**src/verilog/usc_consts.svh**
```systemverilog
/*
 * Offsets, field positions, reset values and counts for the scheduling
 * section decoder. Definitions only; included by the package, whose macros the core uses.
 */
`ifndef USC_CONSTS_SVH
`define USC_CONSTS_SVH

// register byte addresses (32-bit words)
`define USC_ADR_CTRL 4'h0
`define USC_ADR_STAT 4'h4
`define USC_ADR_MSGS 4'h8
`define USC_ADR_HDR 4'hC
`define USC_CTRL_RST 32'h0000_0001
// control fields
`define USC_CTRL_EN 0
`define USC_CTRL_CMD_LO 1
`define USC_CTRL_CMD_HI 2
`define USC_CTRL_EXT_LO 8
`define USC_CTRL_EXT_HI 15
// status fields
`define USC_STAT_BAD 0
`define USC_STAT_SHORT 1
// frame layout counts in octets
`define USC_TRANSPORT_LEN 8'h08
`define USC_HDR_LEN 8'h08
`define USC_SECT_LEN 8'h08
`define USC_CMD_SKIP 8'h18
`define USC_CMD_PAT_LEN 8'h04
`define USC_CMD_BEAM_LEN 8'h06
// expected header values and slot command codes
`define USC_VERSION 3'h1
`define USC_KIND_SCHED 8'h05
`define USC_CMD_BEAM 2'h1
`define USC_CMD_DUPLEX 2'h2

`endif

```
**src/verilog/usc_pkg.sv**
```systemverilog
/*
 * Types of the scheduling section decoder.
 * Assumes usc_consts.svh is on the include path.
 */
package usc_pkg;
`include "usc_consts.svh"
	typedef enum logic [2:0] {
		ST_TRANSPORT,
		ST_HEADER,
		ST_SECTION,
		ST_EXTENSION,
		ST_COMMAND,
		ST_DROP
	} usc_state_t;
endpackage : usc_pkg
```
**src/verilog/usc_decoder.sv**
```systemverilog
/*
 * Radio-unit decoder for scheduling section messages and two slot commands.
 * Assumes a byte stream from logic on clk_i (no crossing), one octet per
 * beat, last beat marked, and a classic Wishbone master for the registers.
 */
// Function
// - format version is three bits; only value 1 is the known format
// - section kind is eight bits; value 5 selects scheduling layout
// - first header octet: direction bit, three-bit version, four-bit filter
// - radio frame number is the full next octet
// - subframe in upper nibble, then six-bit slot straddling octets
// - first symbol number fills low six bits beside slot low bits
// - section count octet; decode exactly that many sections
// - kind octet is followed by user data compression header octet
// - reserved header octet is zero on send, ignored on receive
// - each section starts with twelve-bit section tag, msb first
// - one-bit alternate block flag follows the section tag
// - symbol advance flag; when set increment current symbol first
// - ten-bit first resource block completes the tag/flags word
// - eight-bit count of contiguous resource blocks
// - twelve-bit element mask selects elements within each block
// - four-bit symbol span count in low nibble after mask
// - extension flag in msb, then fifteen-bit terminal identifier
// - duplex command: direction pattern octets 25-26, guard 27-28
// - beam command: mask, list-off flag, group, weight header, reserved
// - extension data follows terminal id before next section
`timescale 1ns/1ps
module usc_decoder
	import usc_pkg::*;
(
	// clock and reset
	input wire logic clk_i,
	input wire logic rst_i,
	// wishbone slave
	input wire logic wb_cyc_i,
	input wire logic wb_stb_i,
	input wire logic wb_we_i,
	input wire logic [3:0] wb_adr_i,
	input wire logic [3:0] wb_sel_i,
	input wire logic [31:0] wb_dat_i,
	output logic [31:0] wb_dat_o,
	output logic wb_ack_o,
	// octet stream in
	input wire logic [7:0] oct_data_i,
	input wire logic oct_valid_i,
	input wire logic oct_last_i,
	output logic oct_ready_o,
	// common header out
	output logic hdr_valid_o,
	output logic tx_rx_direction_bit_o,
	output logic [3:0] channel_filter_select_o,
	output logic [7:0] radio_frame_number_o,
	output logic [3:0] subframe_number_o,
	output logic [5:0] slot_number_o,
	output logic [7:0] section_count_o,
	output logic [7:0] user_data_compression_header_o,
	// section out
	output logic sect_valid_o,
	output logic [11:0] section_tag_o,
	output logic alternate_block_flag_o,
	output logic [5:0] current_symbol_o,
	output logic [9:0] first_resource_block_o,
	output logic [7:0] resource_block_count_o,
	output logic [11:0] element_select_mask_o,
	output logic [3:0] symbol_span_count_o,
	output logic extension_present_flag_o,
	output logic [14:0] terminal_identifier_o,
	// slot command out
	output logic cmd_valid_o,
	output logic [1:0] slot_command_code_o,
	output logic [13:0] symbol_direction_pattern_o,
	output logic [13:0] symbol_guard_pattern_o,
	output logic [13:0] symbol_select_mask_o,
	output logic beam_number_list_off_o,
	output logic [14:0] time_beam_group_o,
	output logic [7:0] weight_compression_header_o,
	// errors
	output logic drop_o
);

	usc_state_t state_r;
	logic [31:0] ctrl_r;
	logic bad_r;
	logic short_r;
	logic [15:0] msgs_r;
	logic [7:0] cnt_r;
	logic [7:0] left_r;
	logic [63:0] shf_r;
	logic [63:0] word;
	logic [5:0] sym_r;
	logic ack_r;
	logic take;
	logic wr_stb;
	logic hdr_ok;
	logic hdr_done;
	logic sect_done;
	logic cmd_done;
	logic msg_end;
	logic [1:0] cmd_code;
	logic [7:0] ext_len;
	logic [7:0] cmd_len;

	// write-one-to-clear decode, used for both sticky bits
	function automatic logic w1c(input logic [31:0] d, input int b,
			input logic [3:0] s);
		w1c = d[b] & s[b / 8];
	endfunction : w1c

	assign cmd_code = ctrl_r[`USC_CTRL_CMD_HI:`USC_CTRL_CMD_LO];
	assign ext_len = ctrl_r[`USC_CTRL_EXT_HI:`USC_CTRL_EXT_LO];
	assign cmd_len = (cmd_code == `USC_CMD_BEAM) ? `USC_CMD_BEAM_LEN :
		`USC_CMD_PAT_LEN;
	// stalls the source while the decoder is disabled
	assign oct_ready_o = ctrl_r[`USC_CTRL_EN];
	assign take = oct_valid_i & oct_ready_o;
	// octet msb is bit 7, so shifting in at the bottom keeps msb first
	assign word = {shf_r[55:0], oct_data_i};
	assign hdr_done = take && state_r == ST_HEADER &&
		cnt_r == `USC_HDR_LEN - 8'h01;
	assign sect_done = take && state_r == ST_SECTION &&
		cnt_r == `USC_SECT_LEN - 8'h01;
	assign cmd_done = take && state_r == ST_COMMAND &&
		cnt_r == `USC_CMD_SKIP + cmd_len - 8'h01;
	assign hdr_ok = word[62:60] == `USC_VERSION &&
		word[23:16] == `USC_KIND_SCHED;
	// a message may end after its header, last section, last section's extension data or command body
	assign msg_end = (hdr_done && (!hdr_ok || word[31:24] == 8'h00)) ||
		(sect_done && left_r == 8'h01 && !(word[15] && ext_len != 8'h00)) ||
		(take && state_r == ST_EXTENSION && cnt_r == ext_len - 8'h01 &&
		left_r == 8'h00) || cmd_done;

	// wishbone: one wait cycle, ack for one cycle
	assign wr_stb = wb_cyc_i & wb_stb_i & wb_we_i & ~ack_r;
	assign wb_ack_o = ack_r;

	always_ff @(posedge clk_i) begin
		if (rst_i) begin
			ack_r <= 1'b0;
		end else begin
			ack_r <= wb_cyc_i & wb_stb_i & ~ack_r;
		end
	end

	always_ff @(posedge clk_i) begin
		if (rst_i) begin
			wb_dat_o <= 32'h0000_0000;
		end else begin
			case (wb_adr_i)
				`USC_ADR_CTRL: wb_dat_o <= ctrl_r;
				`USC_ADR_STAT: wb_dat_o <= {24'h00_0000, left_r[5:0],
					short_r, bad_r};
				`USC_ADR_MSGS: wb_dat_o <= {16'h0000, msgs_r};
				`USC_ADR_HDR: wb_dat_o <= {16'h0000, section_count_o,
					radio_frame_number_o};
				default: wb_dat_o <= 32'h0000_0000;
			endcase
		end
	end

	always_ff @(posedge clk_i) begin
		if (rst_i) begin
			ctrl_r <= `USC_CTRL_RST;
		end else if (wr_stb && wb_adr_i == `USC_ADR_CTRL) begin
			for (int i = 0; i < 4; i++) begin
				if (wb_sel_i[i]) begin
					ctrl_r[i * 8 +: 8] <= wb_dat_i[i * 8 +: 8];
				end
			end
		end
	end

	// sticky flags: a new event in the clearing cycle wins
	always_ff @(posedge clk_i) begin
		if (rst_i) begin
			bad_r <= 1'b0;
			short_r <= 1'b0;
		end else begin
			if (hdr_done && !hdr_ok) begin
				bad_r <= 1'b1;
			end else if (wr_stb && wb_adr_i == `USC_ADR_STAT &&
					w1c(wb_dat_i, `USC_STAT_BAD, wb_sel_i)) begin
				bad_r <= 1'b0;
			end
			if (take && oct_last_i && state_r != ST_DROP && !msg_end) begin
				short_r <= 1'b1;
			end else if (wr_stb && wb_adr_i == `USC_ADR_STAT &&
					w1c(wb_dat_i, `USC_STAT_SHORT, wb_sel_i)) begin
				short_r <= 1'b0;
			end
		end
	end

	always_ff @(posedge clk_i) begin
		if (rst_i) begin
			shf_r <= 64'h0;
		end else if (take) begin
			shf_r <= word;
		end
	end

	// frame walk; the last beat always returns to the transport header
	always_ff @(posedge clk_i) begin
		if (rst_i) begin
			state_r <= ST_TRANSPORT;
			cnt_r <= 8'h00;
			left_r <= 8'h00;
		end else if (take) begin
			cnt_r <= cnt_r + 8'h01;
			case (state_r)
				ST_TRANSPORT: begin
					if (cmd_code != 2'h0) begin
						state_r <= ST_COMMAND;
					end else if (cnt_r == `USC_TRANSPORT_LEN - 8'h01) begin
						state_r <= ST_HEADER;
						cnt_r <= 8'h00;
					end
				end
				ST_HEADER: begin
					if (hdr_done) begin
						cnt_r <= 8'h00;
						left_r <= word[31:24];
						if (!hdr_ok) begin
							state_r <= ST_DROP;
						end else if (word[31:24] == 8'h00) begin
							state_r <= ST_DROP;
						end else begin
							state_r <= ST_SECTION;
						end
					end
				end
				ST_SECTION: begin
					if (sect_done) begin
						cnt_r <= 8'h00;
						left_r <= left_r - 8'h01;
						if (word[15] && ext_len != 8'h00) begin
							state_r <= ST_EXTENSION;
						end else if (left_r == 8'h01) begin
							state_r <= ST_DROP;
						end
					end
				end
				ST_EXTENSION: begin
					if (cnt_r == ext_len - 8'h01) begin
						cnt_r <= 8'h00;
						state_r <= (left_r == 8'h00) ? ST_DROP : ST_SECTION;
					end
				end
				ST_COMMAND: begin
					if (cmd_done) begin
						state_r <= ST_DROP;
					end
				end
				ST_DROP: begin
					cnt_r <= 8'h00;
				end
				default: state_r <= ST_DROP;
			endcase
			if (oct_last_i) begin
				state_r <= ST_TRANSPORT;
				cnt_r <= 8'h00;
			end
		end
	end

	// header fields; reserved octet word[7:0] is ignored
	always_ff @(posedge clk_i) begin
		if (rst_i) begin
			hdr_valid_o <= 1'b0;
			tx_rx_direction_bit_o <= 1'b0;
			channel_filter_select_o <= 4'h0;
			radio_frame_number_o <= 8'h00;
			subframe_number_o <= 4'h0;
			slot_number_o <= 6'h00;
			section_count_o <= 8'h00;
			user_data_compression_header_o <= 8'h00;
			msgs_r <= 16'h0000;
		end else begin
			hdr_valid_o <= hdr_done & hdr_ok;
			if (hdr_done && hdr_ok) begin
				tx_rx_direction_bit_o <= word[63];
				channel_filter_select_o <= word[59:56];
				radio_frame_number_o <= word[55:48];
				subframe_number_o <= word[47:44];
				slot_number_o <= word[43:38];
				section_count_o <= word[31:24];
				user_data_compression_header_o <= word[15:8];
				msgs_r <= msgs_r + 16'h0001;
			end
		end
	end

	// symbol pointer starts at the header value, advances per section with the advance flag set
	always_ff @(posedge clk_i) begin
		if (rst_i) begin
			sym_r <= 6'h00;
		end else if (hdr_done) begin
			sym_r <= word[37:32];
		end else if (sect_done && word[50]) begin
			sym_r <= sym_r + 6'h01;
		end
	end

	always_ff @(posedge clk_i) begin
		if (rst_i) begin
			sect_valid_o <= 1'b0;
			section_tag_o <= 12'h000;
			alternate_block_flag_o <= 1'b0;
			current_symbol_o <= 6'h00;
			first_resource_block_o <= 10'h000;
			resource_block_count_o <= 8'h00;
			element_select_mask_o <= 12'h000;
			symbol_span_count_o <= 4'h0;
			extension_present_flag_o <= 1'b0;
			terminal_identifier_o <= 15'h0000;
		end else begin
			sect_valid_o <= sect_done;
			if (sect_done) begin
				section_tag_o <= word[63:52];
				alternate_block_flag_o <= word[51];
				current_symbol_o <= word[50] ? sym_r + 6'h01 :
					sym_r;
				first_resource_block_o <= word[49:40];
				resource_block_count_o <= word[39:32];
				element_select_mask_o <= word[31:20];
				symbol_span_count_o <= word[19:16];
				extension_present_flag_o <= word[15];
				terminal_identifier_o <= word[14:0];
			end
		end
	end

	// slot command bodies; word holds octets ending at the last one
	always_ff @(posedge clk_i) begin
		if (rst_i) begin
			cmd_valid_o <= 1'b0;
			slot_command_code_o <= 2'h0;
			symbol_direction_pattern_o <= 14'h0000;
			symbol_guard_pattern_o <= 14'h0000;
			symbol_select_mask_o <= 14'h0000;
			beam_number_list_off_o <= 1'b0;
			time_beam_group_o <= 15'h0000;
			weight_compression_header_o <= 8'h00;
		end else begin
			cmd_valid_o <= cmd_done;
			if (cmd_done) begin
				slot_command_code_o <= cmd_code;
				if (cmd_code == `USC_CMD_BEAM) begin
					symbol_select_mask_o <= word[45:32];
					beam_number_list_off_o <= word[31];
					time_beam_group_o <= word[30:16];
					weight_compression_header_o <= word[15:8];
				end else begin
					symbol_direction_pattern_o <= word[29:16];
					symbol_guard_pattern_o <= word[13:0];
				end
			end
		end
	end

	always_ff @(posedge clk_i) begin
		if (rst_i) begin
			drop_o <= 1'b0;
		end else begin
			drop_o <= hdr_done & ~hdr_ok;
		end
	end

	bad_drop_a: assert property (@(posedge clk_i) disable iff (rst_i)
		hdr_done && !hdr_ok && !oct_last_i
		|=> drop_o && bad_r && state_r == ST_DROP)
		else $error("bad header not dropped");
	no_sect_a: assert property (@(posedge clk_i) disable iff (rst_i)
		drop_o |-> !sect_valid_o ##1 !sect_valid_o)
		else $error("section decoded after drop");
	hdr_fields_a: assert property (@(posedge clk_i) disable iff (rst_i)
		hdr_valid_o |-> radio_frame_number_o == $past(word[55:48]) &&
		slot_number_o == $past(word[43:38]))
		else $error("header field misplaced");
	count_load_a: assert property (@(posedge clk_i) disable iff (rst_i)
		hdr_valid_o |-> left_r == section_count_o)
		else $error("section count not loaded");
	sym_adv_a: assert property (@(posedge clk_i) disable iff (rst_i)
		sect_done && word[50] |=> current_symbol_o == $past(sym_r) + 6'h01)
		else $error("symbol not advanced");
	sect_tag_a: assert property (@(posedge clk_i) disable iff (rst_i)
		sect_done |=> sect_valid_o && section_tag_o == $past(word[63:52]))
		else $error("section tag wrong");
	ext_skip_a: assert property (@(posedge clk_i) disable iff (rst_i)
		sect_done && word[15] && ext_len != 8'h00 && !oct_last_i
		|=> state_r == ST_EXTENSION)
		else $error("extension not skipped");
	last_sect_a: assert property (@(posedge clk_i) disable iff (rst_i)
		sect_done && left_r == 8'h01 && !word[15] |=> state_r != ST_SECTION)
		else $error("too many sections");
	guard_pat_a: assert property (@(posedge clk_i) disable iff (rst_i)
		cmd_done && cmd_code == `USC_CMD_DUPLEX
		|=> symbol_guard_pattern_o == $past(word[13:0]))
		else $error("guard pattern wrong");
	wb_ack_a: assert property (@(posedge clk_i) disable iff (rst_i)
		wb_cyc_i && wb_stb_i && !ack_r |=> wb_ack_o ##1 !wb_ack_o)
		else $error("ack not one cycle");

	sect_seen_c: cover property (@(posedge clk_i) disable iff (rst_i)
		sect_valid_o && extension_present_flag_o);
	drop_seen_c: cover property (@(posedge clk_i) disable iff (rst_i)
		drop_o);
	beam_seen_c: cover property (@(posedge clk_i) disable iff (rst_i)
		cmd_valid_o && slot_command_code_o == `USC_CMD_BEAM);

endmodule : usc_decoder

```
**config.mk**
```make
export PLATFORM = sky130hd
export DESIGN_NAME = usc_decoder
export DESIGN_NICKNAME = d
export VERILOG_FILES = /design/src/verilog/usc_pkg.sv /design/src/verilog/usc_decoder.sv
export VERILOG_INCLUDE_DIRS = /design/src /design/src/verilog
export SDC_FILE = /design/constraint.sdc
export NUM_CORES = 1
export LEC_CHECK = 0
export BUFFER_PORTS_ARGS = -buffer_cell sky130_fd_sc_hd__buf_4
export CORE_MARGIN = 4
export CORE_UTILIZATION = 45
export DETAILED_ROUTE_END_ITERATION = 7
export GPL_ROUTABILITY_DRIVEN = 0
export PLACE_DENSITY_LB_ADDON = 0.25
export SETUP_SLACK_MARGIN = 0.05
export SLEW_MARGIN = 20
export SYNTH_ARGS = -nofsm -noshare
export SYNTH_HDL_FRONTEND = slang
export SYNTH_SLANG_ARGS = --single-unit
```
**constraint.sdc**
```tcl
create_clock -name clk_i -period 7.2 [get_ports clk_i]
set_input_delay 0.36 -clock clk_i [delete_from_list [all_inputs] [get_ports clk_i]]
set_output_delay 0.36 -clock clk_i [all_outputs]
set_load 0.01 [all_outputs]
```
After elaboration in Yosys (flattened, before gate mapping)

Cells that the tools add are included.

Output and inout bits: 214
Logic and storage cells: 166
Bits in registers: 344

Bitwise operators: 12
Add/sub/neg operators: 7
Equal/unequal tests: 25
Muxes and demuxes: 32
Reductions and logical operators: 49

Operators with widths:

| operator                                                           | number |
|---|---|
| 32-bit case mux with 4 select lines                                | 1 |
| 8-bit 2-to-1 mux                                                   | 8 |
| 8-bit case mux with 5 select lines                                 | 1 |
| 3-bit 2-to-1 mux                                                   | 12 |
| 1-bit logical AND                                                  | 24 |
| 6-bit 2-to-1 mux                                                   | 3 |
| 3-bit case mux with 6 select lines                                 | 1 |
| 16-bit by 1-bit adder with 16-bit output, second input constant    | 1 |
| 8-bit by 3-bit == test with 1-bit output, second input constant    | 2 |
| 8-bit == test                                                      | 2 |
| 8-bit zero test                                                    | 2 |
| 8-bit case mux with 2 select lines                                 | 1 |
| 8-bit by 1-bit subtractor with 8-bit output, second input constant | 2 |
| 3-bit inequality test, second input constant                       | 4 |
| 2-bit AND reduction                                                | 6 |
| 2-bit nonzero test                                                 | 5 |
| 1-bit bitwise AND                                                  | 9 |
| 8-bit by 1-bit adder with 8-bit output, second input constant      | 1 |
| 4-bit == test, second input constant                               | 2 |
| 8-bit by 1-bit == test with 1-bit output, second input constant    | 1 |
| 8-bit AND reduction                                                | 1 |
| 8-bit nonzero test                                                 | 1 |
| 6-bit by 1-bit subtractor with 7-bit output, second input constant | 1 |
| 5-bit by 3-bit adder with 6-bit output, first input constant       | 1 |
| 18 further kinds                                                   | 33 |

Logic depth before layout (Yosys ltp)

Depth in word-level cells: 11
Gate-level depth with buffers: 9

Worst setup path before layout

OpenSTA, ideal clock, no wires.

Kind: reg-to-reg
From: register cnt_r[0]
To: register state_r[0]
Arrival: 2.472 ns
Library setup time: 0.127 ns
Period minus slack after synthesis: 2.598 ns
Setup slack: 4.602 ns
Cell stages (with the launch flop): 8
Buffers on the path: 0
Cell sequence: dfxtp_1 > ha_1 > and4bb_2 > nand2_1 > a31o_2 > or4b_2 > o311a_1 > or3_1

Longest elaborated chain between the ends: 4

RTL lines:

| item                                                                             | line                                                       | source |
|---|---|---|
| start, declared                                                                  | usc_decoder.sv:86                                          | `logic [7:0] cnt_r;` |
| start signal, assigned                                                           | usc_decoder.sv:208                                         | `cnt_r <= cnt_r + 8'h01;` |
| 8-bit == test / 8-bit by 3-bit == test with 1-bit output (equally long branches) | --                                                         |  |
| 1-bit logical AND, on equally long branches                                      | usc_decoder.sv:122, usc_decoder.sv:118, usc_decoder.sv:120 |  |
| 3-bit inequality test (no line)                                                  | --                                                         |  |
| 8-bit AND reduction (no line) (*)                                                | --                                                         |  |
| end signal, assigned                                                             | usc_decoder.sv:245                                         | `state_r <= (left_r == 8'h00) ? ST_DROP : ST_SECTION;` |
| end, declared                                                                    | usc_decoder.sv:81                                          | `usc_state_t state_r;` |

Every way passes the cells marked *; elsewhere a longest branch is shown, timed or not.
A chain may end at the register's enable or synchronous reset.

Worst setup path in the final report

From: register state_r[1]
To: register sym_r[5]

Longest elaborated chain between the ends: 5

RTL lines:

| item                                     | line               | source |
|---|---|---|
| 3-bit by 2-bit == test with 1-bit output | usc_decoder.sv:120 | `assign sect_done = take && state_r == ST_SECTION &&` |
| 1-bit logical AND (2 in series)          | usc_decoder.sv:120 |  |
| 1-bit logical AND                        | usc_decoder.sv:298 | `end else if (sect_done && word[50]) begin` |
| 2-bit nonzero test (no line)             | --                 |  |
| end signal, assigned                     | usc_decoder.sv:297 | `sym_r <= word[37:32];` |
| end signal, assigned                     | usc_decoder.sv:299 | `sym_r <= sym_r + 6'h01;` |
| end, declared                            | usc_decoder.sv:90  | `logic [5:0] sym_r;` |

Parallel ways exist; a longest one is shown, timed or not.

==> parameters.txt <==
Parameter                              Value

Setup path
  Cell with the biggest individual delay on the critical path ... sky130_fd_sc_hd__buf_4
  Endpoint class of the critical path ... flip-flop
  Critical path type ... reg -> reg
  Signal arrival time at the worst endpoint ... 4.29 ns
  Nature of the critical path startpoint ... flip-flop
  CP max FO ... approximately 70
  Worst path cell trace ... or3b_2, nor4_4, buf_4, nand2_1, or3_1, a311oi_1
  CP Data Required Time ... 7.61 ns
  Slowest stage delay, CP ... 0.71 ns
  Buf+Inv Stages, Crit Path ... 1
  Cell family contributing the most delay on the critical path ... simple AND/OR/NAND/NOR gates

Drt
  Initial DRT Pass Iterations ... 6
  Post-DR vias/cell ... 5.441
  1st-iter DRT viols ... between 1000 and 1500
  DR vias ... approximately 12000
  Post-detailed-route wirelength per cell ... 17.56 µm
  DRC ... 0
  Routed wire length ... about 39 mm
  Remaining number of nets flagged by the antenna check after routing ... 0

Floorplanning
  Number of I/O pins ... roughly 270
  Overall die area ... 32430 µm²
  DIE WIDTH ... 180.1 µm
  Die outline height ... 180.1 µm
  Initial Util ... 0.4606
  Placeable Area ... 28940 µm²
  FP Rows ... 62

Logic synthesis
  Yosys top cell area share ... 0.5168
  Post-synthesis area per instance ... 8.131 µm²
  Count of yosys warnings during synthesis ... 0
  Cells taking the most area after synthesis ... sky130_fd_sc_hd__dfxtp_1 (52%), sky130_fd_sc_hd__nand2_1 (13%), sky130_fd_sc_hd__a21oi_1 (9.4%)
  Main flop type after synthesis ... sky130_fd_sc_hd__dfxtp_1
  Instance count of the mapped netlist ... 1639
  Count of flip-flops with a built-in enable after synthesis ... 0
  Synthesized flop and latch total ... between 300 and 400
  Fraction of the yosys area taken by sequential cells ... 0.5168
  Share of flip-flops with an asynchronous set or reset ... 0
  Count of unique library cells instantiated by Yosys ... 67
  Post-synth design cell area ... 13330 µm²
  Number of nets in the synthesized netlist ... between 1500 and 2000
  Largest area contributor in the netlist ... sky130_fd_sc_hd__dfxtp_1

STA
  Worst hold slack ... 0.1099 ns
  Slew of the pin with the lowest slew margin ... 1.114 ns
  Final setup skew ... 0.01737 ns
  Final period demand of the worst path ... a little under 4 ns
  Final setup vio count ... 0
  Final-report hold violation count ... 0
  Tightest slew margin relative to the limit ... 0.2543
  Share of the cycle needed by the critical path after routing ... 0.5385
  Total Neg Setup Slack ... 0 ns
  Max-slew violation count ... 0
  RSZ-0062 raised after global routing ... no
  F_max ... 257.9 MHz

GRT
  Vias in the first global route ... 11460
  Congestion Overflow GR ... 0
  Largest net degree at the start of global routing ... 120
  Initial antenna violation count ... 0
  Global-route wire length before repair ... 62.14 mm
  GRT Overall Usage ... 0.2295

Clock tree
  Clock Root Buffer ... sky130_fd_sc_hd__clkbuf_16
  Total number of clock tree sinks ... roughly 340
  PostCTS Resize Cnt ... 0
  CTS tree ... built
  Clk buf depth ... 3
  Inserted Clock Buffers ... 36
  Clock latency on the worst-skew pair ... 0.52 ns
  Maximum level of the CTS H-tree ... 2
  Cts hold-fix bufs ... 0
  Clock transition at the register clock pins on the worst setup and hold paths after CTS ... roughly 0.06 ns
  Count of buffers added by post-CTS timing repair for setup ... 0

Place
  Half-perimeter wire length of the detailed placement result ... around 26 mm
  Buffers added on ports ... 268
  Number of placed instances with taps included ... 2181

Layout
  Non-Filler Instances ... 2242
  Net count of the finished layout ... 1899
  Filler cells ... between 2000 and 3000
  Utilization after layout ... 0.5751
  Fraction of final layout cells with drive strength greater than 1 ... 0.1911
  Antenna Cells ... 0
  Synthesis-to-layout area growth ... 24.86%

Hold path
  Hold Crit Class ... in -> reg

Power
  Power per cell area ... approximately 230 nW/µm²
  Leakage power of the design ... between 6 and 7 nW
  Max VDD drop ... 0.1397 mV

Run status
  Run status ... completed

Run
  Max capacitance violation total ... 0
placed cells by master (no fill, tap or decap), types with 8 or more instances in the layout:
cell	Yosys	layout
sky130_fd_sc_hd__a22oi_1	22	22
sky130_fd_sc_hd__a222oi_1	8	8
sky130_fd_sc_hd__a21oi_1	250	250
sky130_fd_sc_hd__nor4_1	9	8
sky130_fd_sc_hd__mux2i_1	35	35
sky130_fd_sc_hd__o21ai_0	22	22
sky130_fd_sc_hd__nand4_1	10	10
sky130_fd_sc_hd__nand2_1	469	467
sky130_fd_sc_hd__xnor2_1	10	10
sky130_fd_sc_hd__nand3_1	52	51
sky130_fd_sc_hd__a211oi_1	11	11
sky130_fd_sc_hd__dfxtp_1	344	344
sky130_fd_sc_hd__xor2_1	20	20
sky130_fd_sc_hd__nor3_1	16	16
sky130_fd_sc_hd__clkbuf_16	0	38
sky130_fd_sc_hd__inv_1	16	16
sky130_fd_sc_hd__buf_4	2	278
sky130_fd_sc_hd__ha_1	8	8
sky130_fd_sc_hd__nor2_1	101	100
sky130_fd_sc_hd__and3_1	24	24
metal layers:
metal,GRT usage,share of wire,up-vias
met1,0.3113,0.44,5731
met4,0.06987,0.027,0
met3,0.05935,0.085,77
met5,0,0,-
li1,-,-,5936
met2,0.3628,0.45,454
through the flow:
step                      area (µm²)  power [mW]  setup WS (ns)
after CTS                      16620       3.879          3.396
after global placement         15470       2.074          3.596
after floorplan                13330       2.024          4.602
after global routing           16640       3.964          3.071
final                          16640       3.843          3.322
after detailed placement       15470       2.075          3.419
cells by family after synthesis:
group                    after synthesis  share of synthesized area
AO/OA/AOI/OAI                        358                     0.1560
XOR/XNOR                              30                    0.01972
adder cells (fa/ha/maj)                8                   0.007511
buffers and inverters                137                    0.04028
flip-flops                           344                     0.5168
multiplexers                          36                    0.02713
AND/OR/NAND/NOR                      726                     0.2327
worst min-delay path: cells and delay by family:
| kind | cells | cell delay (ns) |
|---|---|---|
| AND/OR/NAND/NOR | 1 | 0.07 |
| buffers and inverters | 1 | 0.09 |
| multiplexers | 1 | 0.06 |
state kept, by name (all words and copies together), names as in the netlist, 8 cells and up:
signal and cells:
cnt_r 8, ctrl_r 32, element_select_mask_o 12, first_resource_block_o 10
left_r 8, msgs_r 16, radio_frame_number_o 8, resource_block_count_o 8
section_count_o 8, section_tag_o 12, shf_r 56, symbol_direction_pattern_o 14
symbol_guard_pattern_o 14, symbol_select_mask_o 14, terminal_identifier_o 15, time_beam_group_o 15
user_data_compression_header_o 8, wb_dat_o 32, weight_compression_header_o 8
final cells by class:
| cell class | instances | area (µm²) | area share |
|---|---|---|---|
| clock buffer | 52 | 1074 | 0.06452 |
| sequential | 344 | 6887 | 0.4139 |
| timing repair buffer | 280 | 2122 | 0.1275 |
| multi-input combinational | 1158 | 5938 | 0.3569 |
| clock inverter | 8 | 78.83 | 0.004737 |
| tap | 384 | 480.5 | 0.02887 |
| inverter | 16 | 60.06 | 0.003609 |
final timing paths:
| check | cells past startpoint | slack, ns | from | end |
|---|---|---|---|---|
| max | 6 | 3.32 | state_r[1]$_SDFFE_PP0P_ | sym_r[5]$_SDFFE_PP0P_ |
| min | 3 | 0.11 | oct_data_i[2] | symbol_guard_pattern_o[2]$_SDFFE_PP0P_ |
| min reg2reg | 2 | 0.45 | ctrl_r[23]$_SDFFE_PP0P_ | ctrl_r[23]$_SDFFE_PP0P_ |
| max reg2reg | 6 | 3.32 | state_r[1]$_SDFFE_PP0P_ | sym_r[5]$_SDFFE_PP0P_ |
Yosys cell counts (all sizes together), types with 10 or more instances:
cell / count
and3: 24
buf: 18
nor2: 101
a22oi: 22
inv: 16
dfxtp: 344
xnor2: 10
nand3: 52
nand4: 10
nand2: 469
a211oi: 11
xor2: 20
nor3: 16
clkbuf: 103
o21ai: 23
a21oi: 250
nor4: 11
mux2i: 35
power breakdown:
group          switching [mW]  internal [mW]  total, mW
sequential             0.0165           1.91       1.93
clock                   0.740           1.07       1.81
combinational          0.0716         0.0347      0.106
total                   0.828           3.02       3.84
Note: power is estimated with default switching activity, not from simulation.
